`src/pkg/slc_defs.svh`:
```
// Constants of the switch bus lock controller.
`ifndef SLC_DEFS_SVH
`define SLC_DEFS_SVH

`define SLC_NPORTS 8
`define SLC_PORT_W 3
`define SLC_UP_PORT 3'h0

`define SLC_KIND_W 3
`define SLC_KIND_MWR 3'h0
`define SLC_KIND_MRD 3'h1
`define SLC_KIND_LKRD 3'h2
`define SLC_KIND_UNLOCK 3'h3
`define SLC_KIND_CFG 3'h4
`define SLC_KIND_MSG 3'h5
`define SLC_KIND_CPL 3'h6

`define SLC_STS_W 8
`define SLC_STS_RESET 8'h00
`define SLC_STS_SWITCH_LOCKED_BIT 0

`endif

```
`src/pkg/slc_pkg.sv`:
```
// Types and helpers of the switch bus lock controller.
`include "slc_defs.svh"
`default_nettype none

package slc_pkg;

   typedef enum logic [2:0] {
      SLC_IDLE = 3'b000,
      SLC_RD_DRAIN = 3'b001,
      SLC_DN_LOCK = 3'b010,
      SLC_CPL_DRAIN = 3'b011,
      SLC_SW_LOCK = 3'b100,
      SLC_FAIL_HOLD = 3'b101,
      SLC_UNL_DRAIN = 3'b110
   } slc_state_t;

   // TLP header seen on the upstream port
   typedef struct packed {
      logic valid;
      logic [`SLC_KIND_W-1:0] kind;
      logic [`SLC_PORT_W-1:0] dest;
   } slc_up_tlp_t;

   // Completion returned by a downstream port
   typedef struct packed {
      logic valid;
      logic locked;
      logic with_data;
      logic [`SLC_PORT_W-1:0] src;
   } slc_dn_cpl_t;

   // Head TLP waiting at a downstream port
   typedef struct packed {
      logic valid;
      logic [`SLC_PORT_W-1:0] dest;
   } slc_dn_head_t;

   function automatic logic [`SLC_NPORTS-1:0] slc_port_bit(input logic [`SLC_PORT_W-1:0] p);
      logic [`SLC_NPORTS-1:0] v;
      v = {{(`SLC_NPORTS-1){1'b0}}, 1'b1};
      slc_port_bit = v << p;
   endfunction

endpackage

`default_nettype wire

```
`src/logic/slc_block_gate.sv`:
```
// Per-source hold gate for downstream TLPs during a lock.
`include "slc_defs.svh"
`timescale 1ns/1ns
`default_nettype none

module slc_block_gate #(
   parameter logic [`SLC_PORT_W-1:0] SRC_PORT = 3'h1
) (
   input wire logic core_clk_in,
   input wire logic rst_in,
   input wire slc_pkg::slc_dn_head_t head_in,
   input wire logic [`SLC_NPORTS-1:0] block_vec_in,
   input wire logic lock_active_in,
   input wire logic [`SLC_PORT_W-1:0] locked_port_in,
   output logic hold_out
);

   logic own_lock_port;
   logic dest_blocked;
   logic next_hold;

   // Locked port keeps inserting its own messages and MSIs
   assign own_lock_port = lock_active_in && (locked_port_in == SRC_PORT);
   assign dest_blocked = |(block_vec_in & slc_pkg::slc_port_bit(head_in.dest));
   // Held, never dropped: the source keeps the TLP at its queue head
   assign next_hold = head_in.valid && dest_blocked && !own_lock_port;

   always_ff @(posedge core_clk_in or posedge rst_in) begin
      if (rst_in) begin
         hold_out <= 1'b0;
      end else begin
         hold_out <= next_hold;
      end
   end

endmodule

`default_nettype wire

```
`src/logic/slc_lock_ctrl.sv`:
```
// Lock sequence control of the switch: state, ordering and blocking.
`include "slc_defs.svh"
`timescale 1ns/1ns
`default_nettype none

// What this block does
// Only one lock sequence at a time
// Locked read locks target port, holds others
// Drain posted to port before locked read
// Other destinations stay open while port-locked
// Locked data completion locks switch: upstream port closed too
// Root always ends lock with Unlock
// Failed lock state released only by Unlock
// Drain posted upstream before the locked data completion that locks the switch
// SMBus register access unaffected by lock
// Root avoids config access while locked
// Root sends only writes, locked reads, Unlock
// Later locked traffic leaves lock unchanged
// Upstream and locked port insert messages
// Unlock frees switch, forwards Unlock downstream
// Drain upstream posted before unlocking
// Blocked TLPs are held, not dropped
// Root targets only the locked port
// Switch lock state shown as status bit
// Reset gives unlocked, nothing blocked
module slc_lock_ctrl (
   input wire logic core_clk_in,
   input wire logic rst_in,
   input wire slc_pkg::slc_up_tlp_t up_tlp_in,
   input wire slc_pkg::slc_dn_cpl_t dn_cpl_in,
   input wire slc_pkg::slc_dn_head_t [`SLC_NPORTS-1:0] dn_head_in,
   input wire logic [`SLC_NPORTS-1:0] posted_dn_empty_in,
   input wire logic [`SLC_NPORTS-1:0] posted_up_empty_in,
   input wire logic posted_root_empty_in,
   output logic fwd_lkrd_out,
   output logic [`SLC_PORT_W-1:0] fwd_lkrd_port_out,
   output logic fwd_cpl_out,
   output logic fwd_cpl_data_out,
   output logic fwd_unlock_out,
   output logic [`SLC_PORT_W-1:0] fwd_unlock_port_out,
   output logic dn_locked_out,
   output logic [`SLC_PORT_W-1:0] locked_port_out,
   output logic switch_locked_flag_out,
   output logic [`SLC_STS_W-1:0] switch_status_register_out,
   output logic [`SLC_NPORTS-1:0] hold_out,
   output logic viol_out
);

   slc_pkg::slc_state_t state;
   slc_pkg::slc_state_t next_state;
   logic [`SLC_PORT_W-1:0] locked_port;
   logic [`SLC_PORT_W-1:0] next_locked_port;
   logic up_locked;
   logic next_up_locked;

   logic up_v;
   logic up_lkrd;
   logic up_unlock;
   logic up_to_locked;
   logic cpl_hit;
   logic lock_active;
   logic port_drained;
   logic up_drained;

   logic next_fwd_lkrd;
   logic next_fwd_cpl;
   logic next_fwd_cpl_data;
   logic next_fwd_unlock;
   logic next_viol;
   logic [`SLC_NPORTS-1:0] block_vec;
   logic [`SLC_STS_W-1:0] next_status;

   assign up_v = up_tlp_in.valid;
   assign up_lkrd = up_v && (up_tlp_in.kind == `SLC_KIND_LKRD);
   assign up_unlock = up_v && (up_tlp_in.kind == `SLC_KIND_UNLOCK);
   assign up_to_locked = up_tlp_in.dest == locked_port;
   assign cpl_hit = dn_cpl_in.valid && dn_cpl_in.locked && (dn_cpl_in.src == locked_port);
   assign lock_active = state != slc_pkg::SLC_IDLE;
   assign port_drained = posted_dn_empty_in[locked_port];
   assign up_drained = posted_up_empty_in[locked_port];

   // Sequencer
   always_comb begin
      next_state = state;
      unique case (state)
         slc_pkg::SLC_IDLE: begin
            // A new sequence only starts from idle
            if (up_lkrd && (up_tlp_in.dest != `SLC_UP_PORT)) begin
               next_state = slc_pkg::SLC_RD_DRAIN;
            end
         end
         slc_pkg::SLC_RD_DRAIN: begin
            if (port_drained) begin
               next_state = slc_pkg::SLC_DN_LOCK;
            end
         end
         slc_pkg::SLC_DN_LOCK: begin
            if (up_unlock) begin
               next_state = slc_pkg::SLC_UNL_DRAIN;
            end else if (cpl_hit && dn_cpl_in.with_data) begin
               next_state = slc_pkg::SLC_CPL_DRAIN;
            end else if (cpl_hit) begin
               next_state = slc_pkg::SLC_FAIL_HOLD;
            end
         end
         slc_pkg::SLC_CPL_DRAIN: begin
            if (up_drained) begin
               next_state = slc_pkg::SLC_SW_LOCK;
            end
         end
         slc_pkg::SLC_SW_LOCK: begin
            // Further locked reads, writes and completions keep the lock
            if (up_unlock) begin
               next_state = slc_pkg::SLC_UNL_DRAIN;
            end
         end
         slc_pkg::SLC_FAIL_HOLD: begin
            // Failed lock lingers until the root's Unlock
            if (up_unlock) begin
               next_state = slc_pkg::SLC_UNL_DRAIN;
            end
         end
         slc_pkg::SLC_UNL_DRAIN: begin
            if (posted_root_empty_in) begin
               next_state = slc_pkg::SLC_IDLE;
            end
         end
         default: begin
            next_state = slc_pkg::SLC_IDLE;
         end
      endcase
   end

   always_ff @(posedge core_clk_in or posedge rst_in) begin
      if (rst_in) begin
         state <= slc_pkg::SLC_IDLE;
      end else begin
         state <= next_state;
      end
   end

   // Target port is captured once per sequence
   always_comb begin
      next_locked_port = locked_port;
      if (state == slc_pkg::SLC_IDLE && next_state == slc_pkg::SLC_RD_DRAIN) begin
         next_locked_port = up_tlp_in.dest;
      end
   end

   always_ff @(posedge core_clk_in or posedge rst_in) begin
      if (rst_in) begin
         locked_port <= `SLC_UP_PORT;
      end else begin
         locked_port <= next_locked_port;
      end
   end

   // Upstream side lock, set only by a successful lock
   always_comb begin
      next_up_locked = up_locked;
      if (state == slc_pkg::SLC_CPL_DRAIN && up_drained) begin
         next_up_locked = 1'b1;
      end else if (state == slc_pkg::SLC_UNL_DRAIN && posted_root_empty_in) begin
         next_up_locked = 1'b0;
      end
   end

   always_ff @(posedge core_clk_in or posedge rst_in) begin
      if (rst_in) begin
         up_locked <= 1'b0;
      end else begin
         up_locked <= next_up_locked;
      end
   end

   // Forwarding strobes towards the datapath
   always_comb begin
      next_fwd_lkrd = 1'b0;
      next_fwd_cpl = 1'b0;
      next_fwd_cpl_data = 1'b0;
      next_fwd_unlock = 1'b0;
      if (state == slc_pkg::SLC_RD_DRAIN && port_drained) begin
         next_fwd_lkrd = 1'b1;
      end
      if (state == slc_pkg::SLC_SW_LOCK && up_lkrd && up_to_locked) begin
         next_fwd_lkrd = 1'b1;
      end
      if (state == slc_pkg::SLC_CPL_DRAIN && up_drained) begin
         next_fwd_cpl = 1'b1;
         next_fwd_cpl_data = 1'b1;
      end
      if (state == slc_pkg::SLC_DN_LOCK && cpl_hit && !dn_cpl_in.with_data) begin
         next_fwd_cpl = 1'b1;
      end
      if (state == slc_pkg::SLC_SW_LOCK && cpl_hit) begin
         next_fwd_cpl = 1'b1;
         next_fwd_cpl_data = dn_cpl_in.with_data;
      end
      if (state == slc_pkg::SLC_UNL_DRAIN && posted_root_empty_in) begin
         next_fwd_unlock = 1'b1;
      end
   end

   always_ff @(posedge core_clk_in or posedge rst_in) begin
      if (rst_in) begin
         fwd_lkrd_out <= 1'b0;
         fwd_cpl_out <= 1'b0;
         fwd_cpl_data_out <= 1'b0;
         fwd_unlock_out <= 1'b0;
      end else begin
         fwd_lkrd_out <= next_fwd_lkrd;
         fwd_cpl_out <= next_fwd_cpl;
         fwd_cpl_data_out <= next_fwd_cpl_data;
         fwd_unlock_out <= next_fwd_unlock;
      end
   end

   // Port fields show the new target in the same cycle as dn_locked_out
   always_ff @(posedge core_clk_in or posedge rst_in) begin
      if (rst_in) begin
         fwd_lkrd_port_out <= `SLC_UP_PORT;
         fwd_unlock_port_out <= `SLC_UP_PORT;
         locked_port_out <= `SLC_UP_PORT;
         dn_locked_out <= 1'b0;
      end else begin
         fwd_lkrd_port_out <= next_locked_port;
         fwd_unlock_port_out <= next_locked_port;
         locked_port_out <= next_locked_port;
         dn_locked_out <= next_state != slc_pkg::SLC_IDLE;
      end
   end

   // Status word; the SMBus path reads it whatever the lock state
   always_comb begin
      next_status = `SLC_STS_RESET;
      next_status[`SLC_STS_SWITCH_LOCKED_BIT] = next_up_locked;
   end

   always_ff @(posedge core_clk_in or posedge rst_in) begin
      if (rst_in) begin
         switch_status_register_out <= `SLC_STS_RESET;
         switch_locked_flag_out <= 1'b0;
      end else begin
         switch_status_register_out <= next_status;
         switch_locked_flag_out <= next_up_locked;
      end
   end

   // Only the locked port, and the upstream port once locked, are closed
   always_comb begin
      block_vec = '0;
      if (lock_active) begin
         block_vec = slc_pkg::slc_port_bit(locked_port);
      end
      if (up_locked) begin
         block_vec[`SLC_UP_PORT] = 1'b1;
      end
   end

   // Upstream port is the root's own source and is never held
   always_ff @(posedge core_clk_in or posedge rst_in) begin
      if (rst_in) begin
         hold_out[0] <= 1'b0;
      end else begin
         hold_out[0] <= 1'b0;
      end
   end

   genvar gi;
   generate
      for (gi = 1; gi < `SLC_NPORTS; gi = gi + 1) begin : g_gate
         slc_block_gate #(
            .SRC_PORT(gi[`SLC_PORT_W-1:0])
         ) u_gate (
            .core_clk_in(core_clk_in),
            .rst_in(rst_in),
            .head_in(dn_head_in[gi]),
            .block_vec_in(block_vec),
            .lock_active_in(lock_active),
            .locked_port_in(locked_port),
            .hold_out(hold_out[gi])
         );
      end
   endgenerate

   // Flags traffic that leaves switch behaviour undefined
   always_comb begin
      next_viol = 1'b0;
      if (up_locked && up_v && up_tlp_in.kind != `SLC_KIND_MWR &&
          up_tlp_in.kind != `SLC_KIND_LKRD && up_tlp_in.kind != `SLC_KIND_UNLOCK) begin
         next_viol = 1'b1;
      end
      if (up_locked && up_v && up_tlp_in.kind == `SLC_KIND_CFG) begin
         next_viol = 1'b1;
      end
      if (lock_active && up_v && !up_unlock && !up_to_locked &&
          up_tlp_in.dest != `SLC_UP_PORT) begin
         next_viol = 1'b1;
      end
      if (up_locked && dn_cpl_in.valid && !dn_cpl_in.locked &&
          dn_cpl_in.src == locked_port) begin
         next_viol = 1'b1;
      end
      if (state == slc_pkg::SLC_IDLE && up_unlock) begin
         next_viol = 1'b0;
      end
   end

   always_ff @(posedge core_clk_in or posedge rst_in) begin
      if (rst_in) begin
         viol_out <= 1'b0;
      end else begin
         viol_out <= next_viol;
      end
   end

endmodule

`default_nettype wire

```
`config.mk`:
```
export PLATFORM = sky130hd
export DESIGN_NAME = slc_lock_ctrl
export DESIGN_NICKNAME = d
export VERILOG_FILES = /design/src/pkg/slc_pkg.sv /design/src/logic/slc_block_gate.sv /design/src/logic/slc_lock_ctrl.sv
export VERILOG_INCLUDE_DIRS = /design/src /design/src/pkg
export SDC_FILE = /design/constraint.sdc
export NUM_CORES = 1
export LEC_CHECK = 0
export ABC_AREA = 1
export BUFFER_PORTS_ARGS = -buffer_cell sky130_fd_sc_hd__buf_2
export CORE_MARGIN = 2
export CORE_UTILIZATION = 47
export DETAILED_ROUTE_END_ITERATION = 12
export HOLD_SLACK_MARGIN = 0.06
export PLACE_DENSITY = 0.89
export SYNTH_ARGS = -nofsm -noshare
export SYNTH_HDL_FRONTEND = slang
export SYNTH_SLANG_ARGS = --single-unit
```
`constraint.sdc`:
```
create_clock -name core_clk_in -period 2 [get_ports core_clk_in]
set_clock_uncertainty 0.1 [all_clocks]
set_input_delay 0 -clock core_clk_in [delete_from_list [all_inputs] [get_ports core_clk_in]]
set_output_delay 0 -clock core_clk_in [all_outputs]
set_load 0.05 [all_outputs]
```
==> flow_summary.ini <==
[placed_design]
post-dp-hpwl_mm = 3.98
dpl_cell_area_sq_um = 2270
place_ws_ps = 248
port_buffers = 83
globalplace.congestion = 0.916
dpl.cell_count = 425

[routing]
wl_mm = 5.64
drc_errors = 0
vias = 2278
drt_iter0_drc = 219
vias_per_cell = 4.96
wl_per_cell_um = 12.3
first_pass_iters = 5
drtAntennaViolNets = 0

[floorplanning]
core_area_sq_um = 4000
io_pins = 96
rows = 23
dieArea_sq_um = 4690
initial_core_util = 0.489
die_x_um = 68.5
fp.dieH_um = 68.5

[timing]
max_freq_ghz = 0.555
tns_ps = 0
worst_slack_ps = 200
period_share = 0.900
hold_violations = 0
grt_setup_unrepaired = false
hold_ws_ps = 70.2
slew_headroom = 0.496
final.min_clock_period_ps = 1800
drv_slew = 0
worst_slew_pin_slew_ps = 755
finalSetupViolCount = 0

[synth]
yosysSeqAreaShare = 0.256
avgSynthCellArea_sq_um = 6.32
synth_commonest_cells = nand2_1, inv_1, nor2_1, buf_4, dfrtp_1
yosysWarnings = 0
syn_area_sq_um = 1950
synth_top_flop_cell = dfrtp_1
async_flop_share = 1.00
synth.most_common_cell = nand2_1
synth_edf_count = 0
synth_top_area_share = 0.256
synth_area_leader_cell = dfrtp_1
synth_cell_types = 29
postSynthCellCount = 309
synth_area_leaders = dfrtp_1, nand2_1, buf_4
ys_ff_latch = 20

[worst_setup_path]
path_class = flop to flop
crit_top_cell = nand2_1
critPathMaxFanout = 15
start_kind = flop
slowest_delay_ps = 570
crit_family = simple AND/OR/NAND/NOR gates
end_kind = flop
worstPathRequired_ps = 2030
cpMaxStageDelayCell = dfrtp_1
crit_buf_inv = 2
crit_chain = inv_2 -> nand2_1 -> nand2_1 -> nand2_1 -> nor2_2 -> nand4_1 -> nand2_1 -> inv_1 -> nor2_2 -> nand3_1
cp.arrival_ps = 1830

[clocking]
insertion_delay_ps = 260
max-clock-path-buffers = 2
cts_tree = built
htree_levels = 1
cts_sinks = 20
cts_root_buf = clkbuf_8
path_clk_slew_ps = 80
cts_buffers = 3

[finish]
syn2layout_area_growth_pct = 35.0
final_area_sq_um = 2640
post_route_cells_drive_above_1_share = 0.279
fill_cells = 341
fin_nets = 474
final_util = 0.660
diodes = 0
final_cells = 459

[global_routing]
antenna_found_initial = 0
grt_max_degree = 21
grt_use_total = 0.241
grt_pass1_wl_mm = 8.54
overflow = 0
grt_pass1_vias = 2034

[power]
total_power_mw = 2.99
ir_worst_vdd_v = 0.000463
pwr_density_cell_nw_per_um2 = 1130
power.leakage_nw = 1.48

[worst_hold_path]
hold_path.class = input port to flop

[run_status]
status = complete, no violations

[run]
cap_violations = 0
-- state kept, by name (all words and copies together) (netlist names) --
name / count
dn_locked_out: 1
fwd_cpl_data_out: 1
fwd_cpl_out: 1
fwd_lkrd_out: 1
fwd_unlock_out: 1
g_gate.u_gate.hold_out: 7
locked_port_out: 3
state: 3
switch_status_register_out: 1
viol_out: 1
-- placed cells by master (no fill, tap or decap) --
cell type | Yosys | layout
a21oi_1 | 7 | 7
bufinv_16 | 0 | 1
o21ai_0 | 8 | 8
nand2_2 | 5 | 5
or2_2 | 1 | 1
buf_4 | 23 | 2
a22oi_1 | 1 | 1
conb_1 | 1 | 8
dlygate4sd3_1 | 0 | 30
nand3_2 | 2 | 2
o41ai_1 | 1 | 1
nor3_1 | 9 | 9
nand3_4 | 1 | 1
buf_2 | 0 | 83
inv_1 | 32 | 32
nand4_1 | 4 | 4
o31ai_2 | 2 | 2
dfrtp_1 | 20 | 20
clkbuf_8 | 0 | 3
nand2_1 | 97 | 97
o221ai_1 | 2 | 2
o211ai_1 | 6 | 6
nor2_2 | 6 | 6
o21ai_1 | 4 | 4
xor2_1 | 1 | 1
inv_2 | 7 | 7
nor2_1 | 28 | 28
xnor2_1 | 4 | 4
o22ai_1 | 8 | 8
nand3_1 | 19 | 19
o21bai_1 | 6 | 6
nor3b_2 | 1 | 1
-- worst reg2reg max path, stage by stage (launching register included) --
cell,delay [ps]
dfrtp_1,570
inv_2,210
nand2_1,70
nand2_1,80
nand2_1,70
nor2_2,130
nand4_1,110
nand2_1,80
inv_1,50
nor2_2,120
nand3_1,100
-- final timing paths --
path | from | endpoint | slack, ps | depth (start not counted)
hold / removal | dn_head_in[4] | g_gate[1].u_gate.hold_out$_DFF_PP0_ | 70 | 4
hold reg to reg | state[1]$_DFF_PP0_ | fwd_unlock_out$_DFF_PP0_ | 510 | 2
min in group asynchronous | rst_in | state[2]$_DFF_PP0_ | 310 | 3
setup reg to reg | locked_port_out[1]$_DFFE_PP0P_ | dn_locked_out$_DFF_PP0_ | 200 | 10
setup / recovery | locked_port_out[1]$_DFFE_PP0P_ | dn_locked_out$_DFF_PP0_ | 200 | 10
max in group asynchronous | rst_in | state[1]$_DFF_PP0_ | 1020 | 3
-- routing by layer --
metal	vias up	GRT usage	routed length, um
li1	1168	-	-
met2	93	0.451	2970
met4	0	0.105	110
met1	1007	0.276	2250
met5	-	0	0
met3	10	0.0197	304
-- power by group --
part           switching, mW  leakage, nW  total, mW  internal, mW
logic                   1.39         1.18       1.93         0.538
clock network          0.139       0.0357      0.406         0.267
registers              0.143        0.264      0.650         0.507
-- timing repair --
| item | CTS | global route |
|---|---|---|
| hold endpoints to repair | 36 | 0 |
| hold buffers | 30 | 0 |
| buffers inserted | 0 | 0 |
| gates resized for setup | 0 | 0 |
-- area by class of cell --
| cell class | instances | area, sq um | share of cell area |
|---|---|---|---|
| multi-input combinational | 231 | 1130 | 0.427 |
| timing repair buffer | 115 | 731 | 0.277 |
| sequential | 20 | 500 | 0.190 |
| inverter | 39 | 146 | 0.0555 |
| tap | 50 | 62.6 | 0.0237 |
| clock buffer | 3 | 41.3 | 0.0156 |
| clock inverter | 1 | 30.0 | 0.0114 |
-- cells by family (layout without fill, tap and decap cells) --
kind of cell           count (synthesis)  count (layout)  synth area share
AO/OA/AOI/OAI                         45              45             0.150
XOR/XNOR                               5               5            0.0224
buffers and inverters                 65             158             0.181
flip-flops                            20              20             0.256
other                                  1               8           0.00192
AND/OR/NAND/NOR                      173             173             0.389
Power figures use the tool's default switching activity.
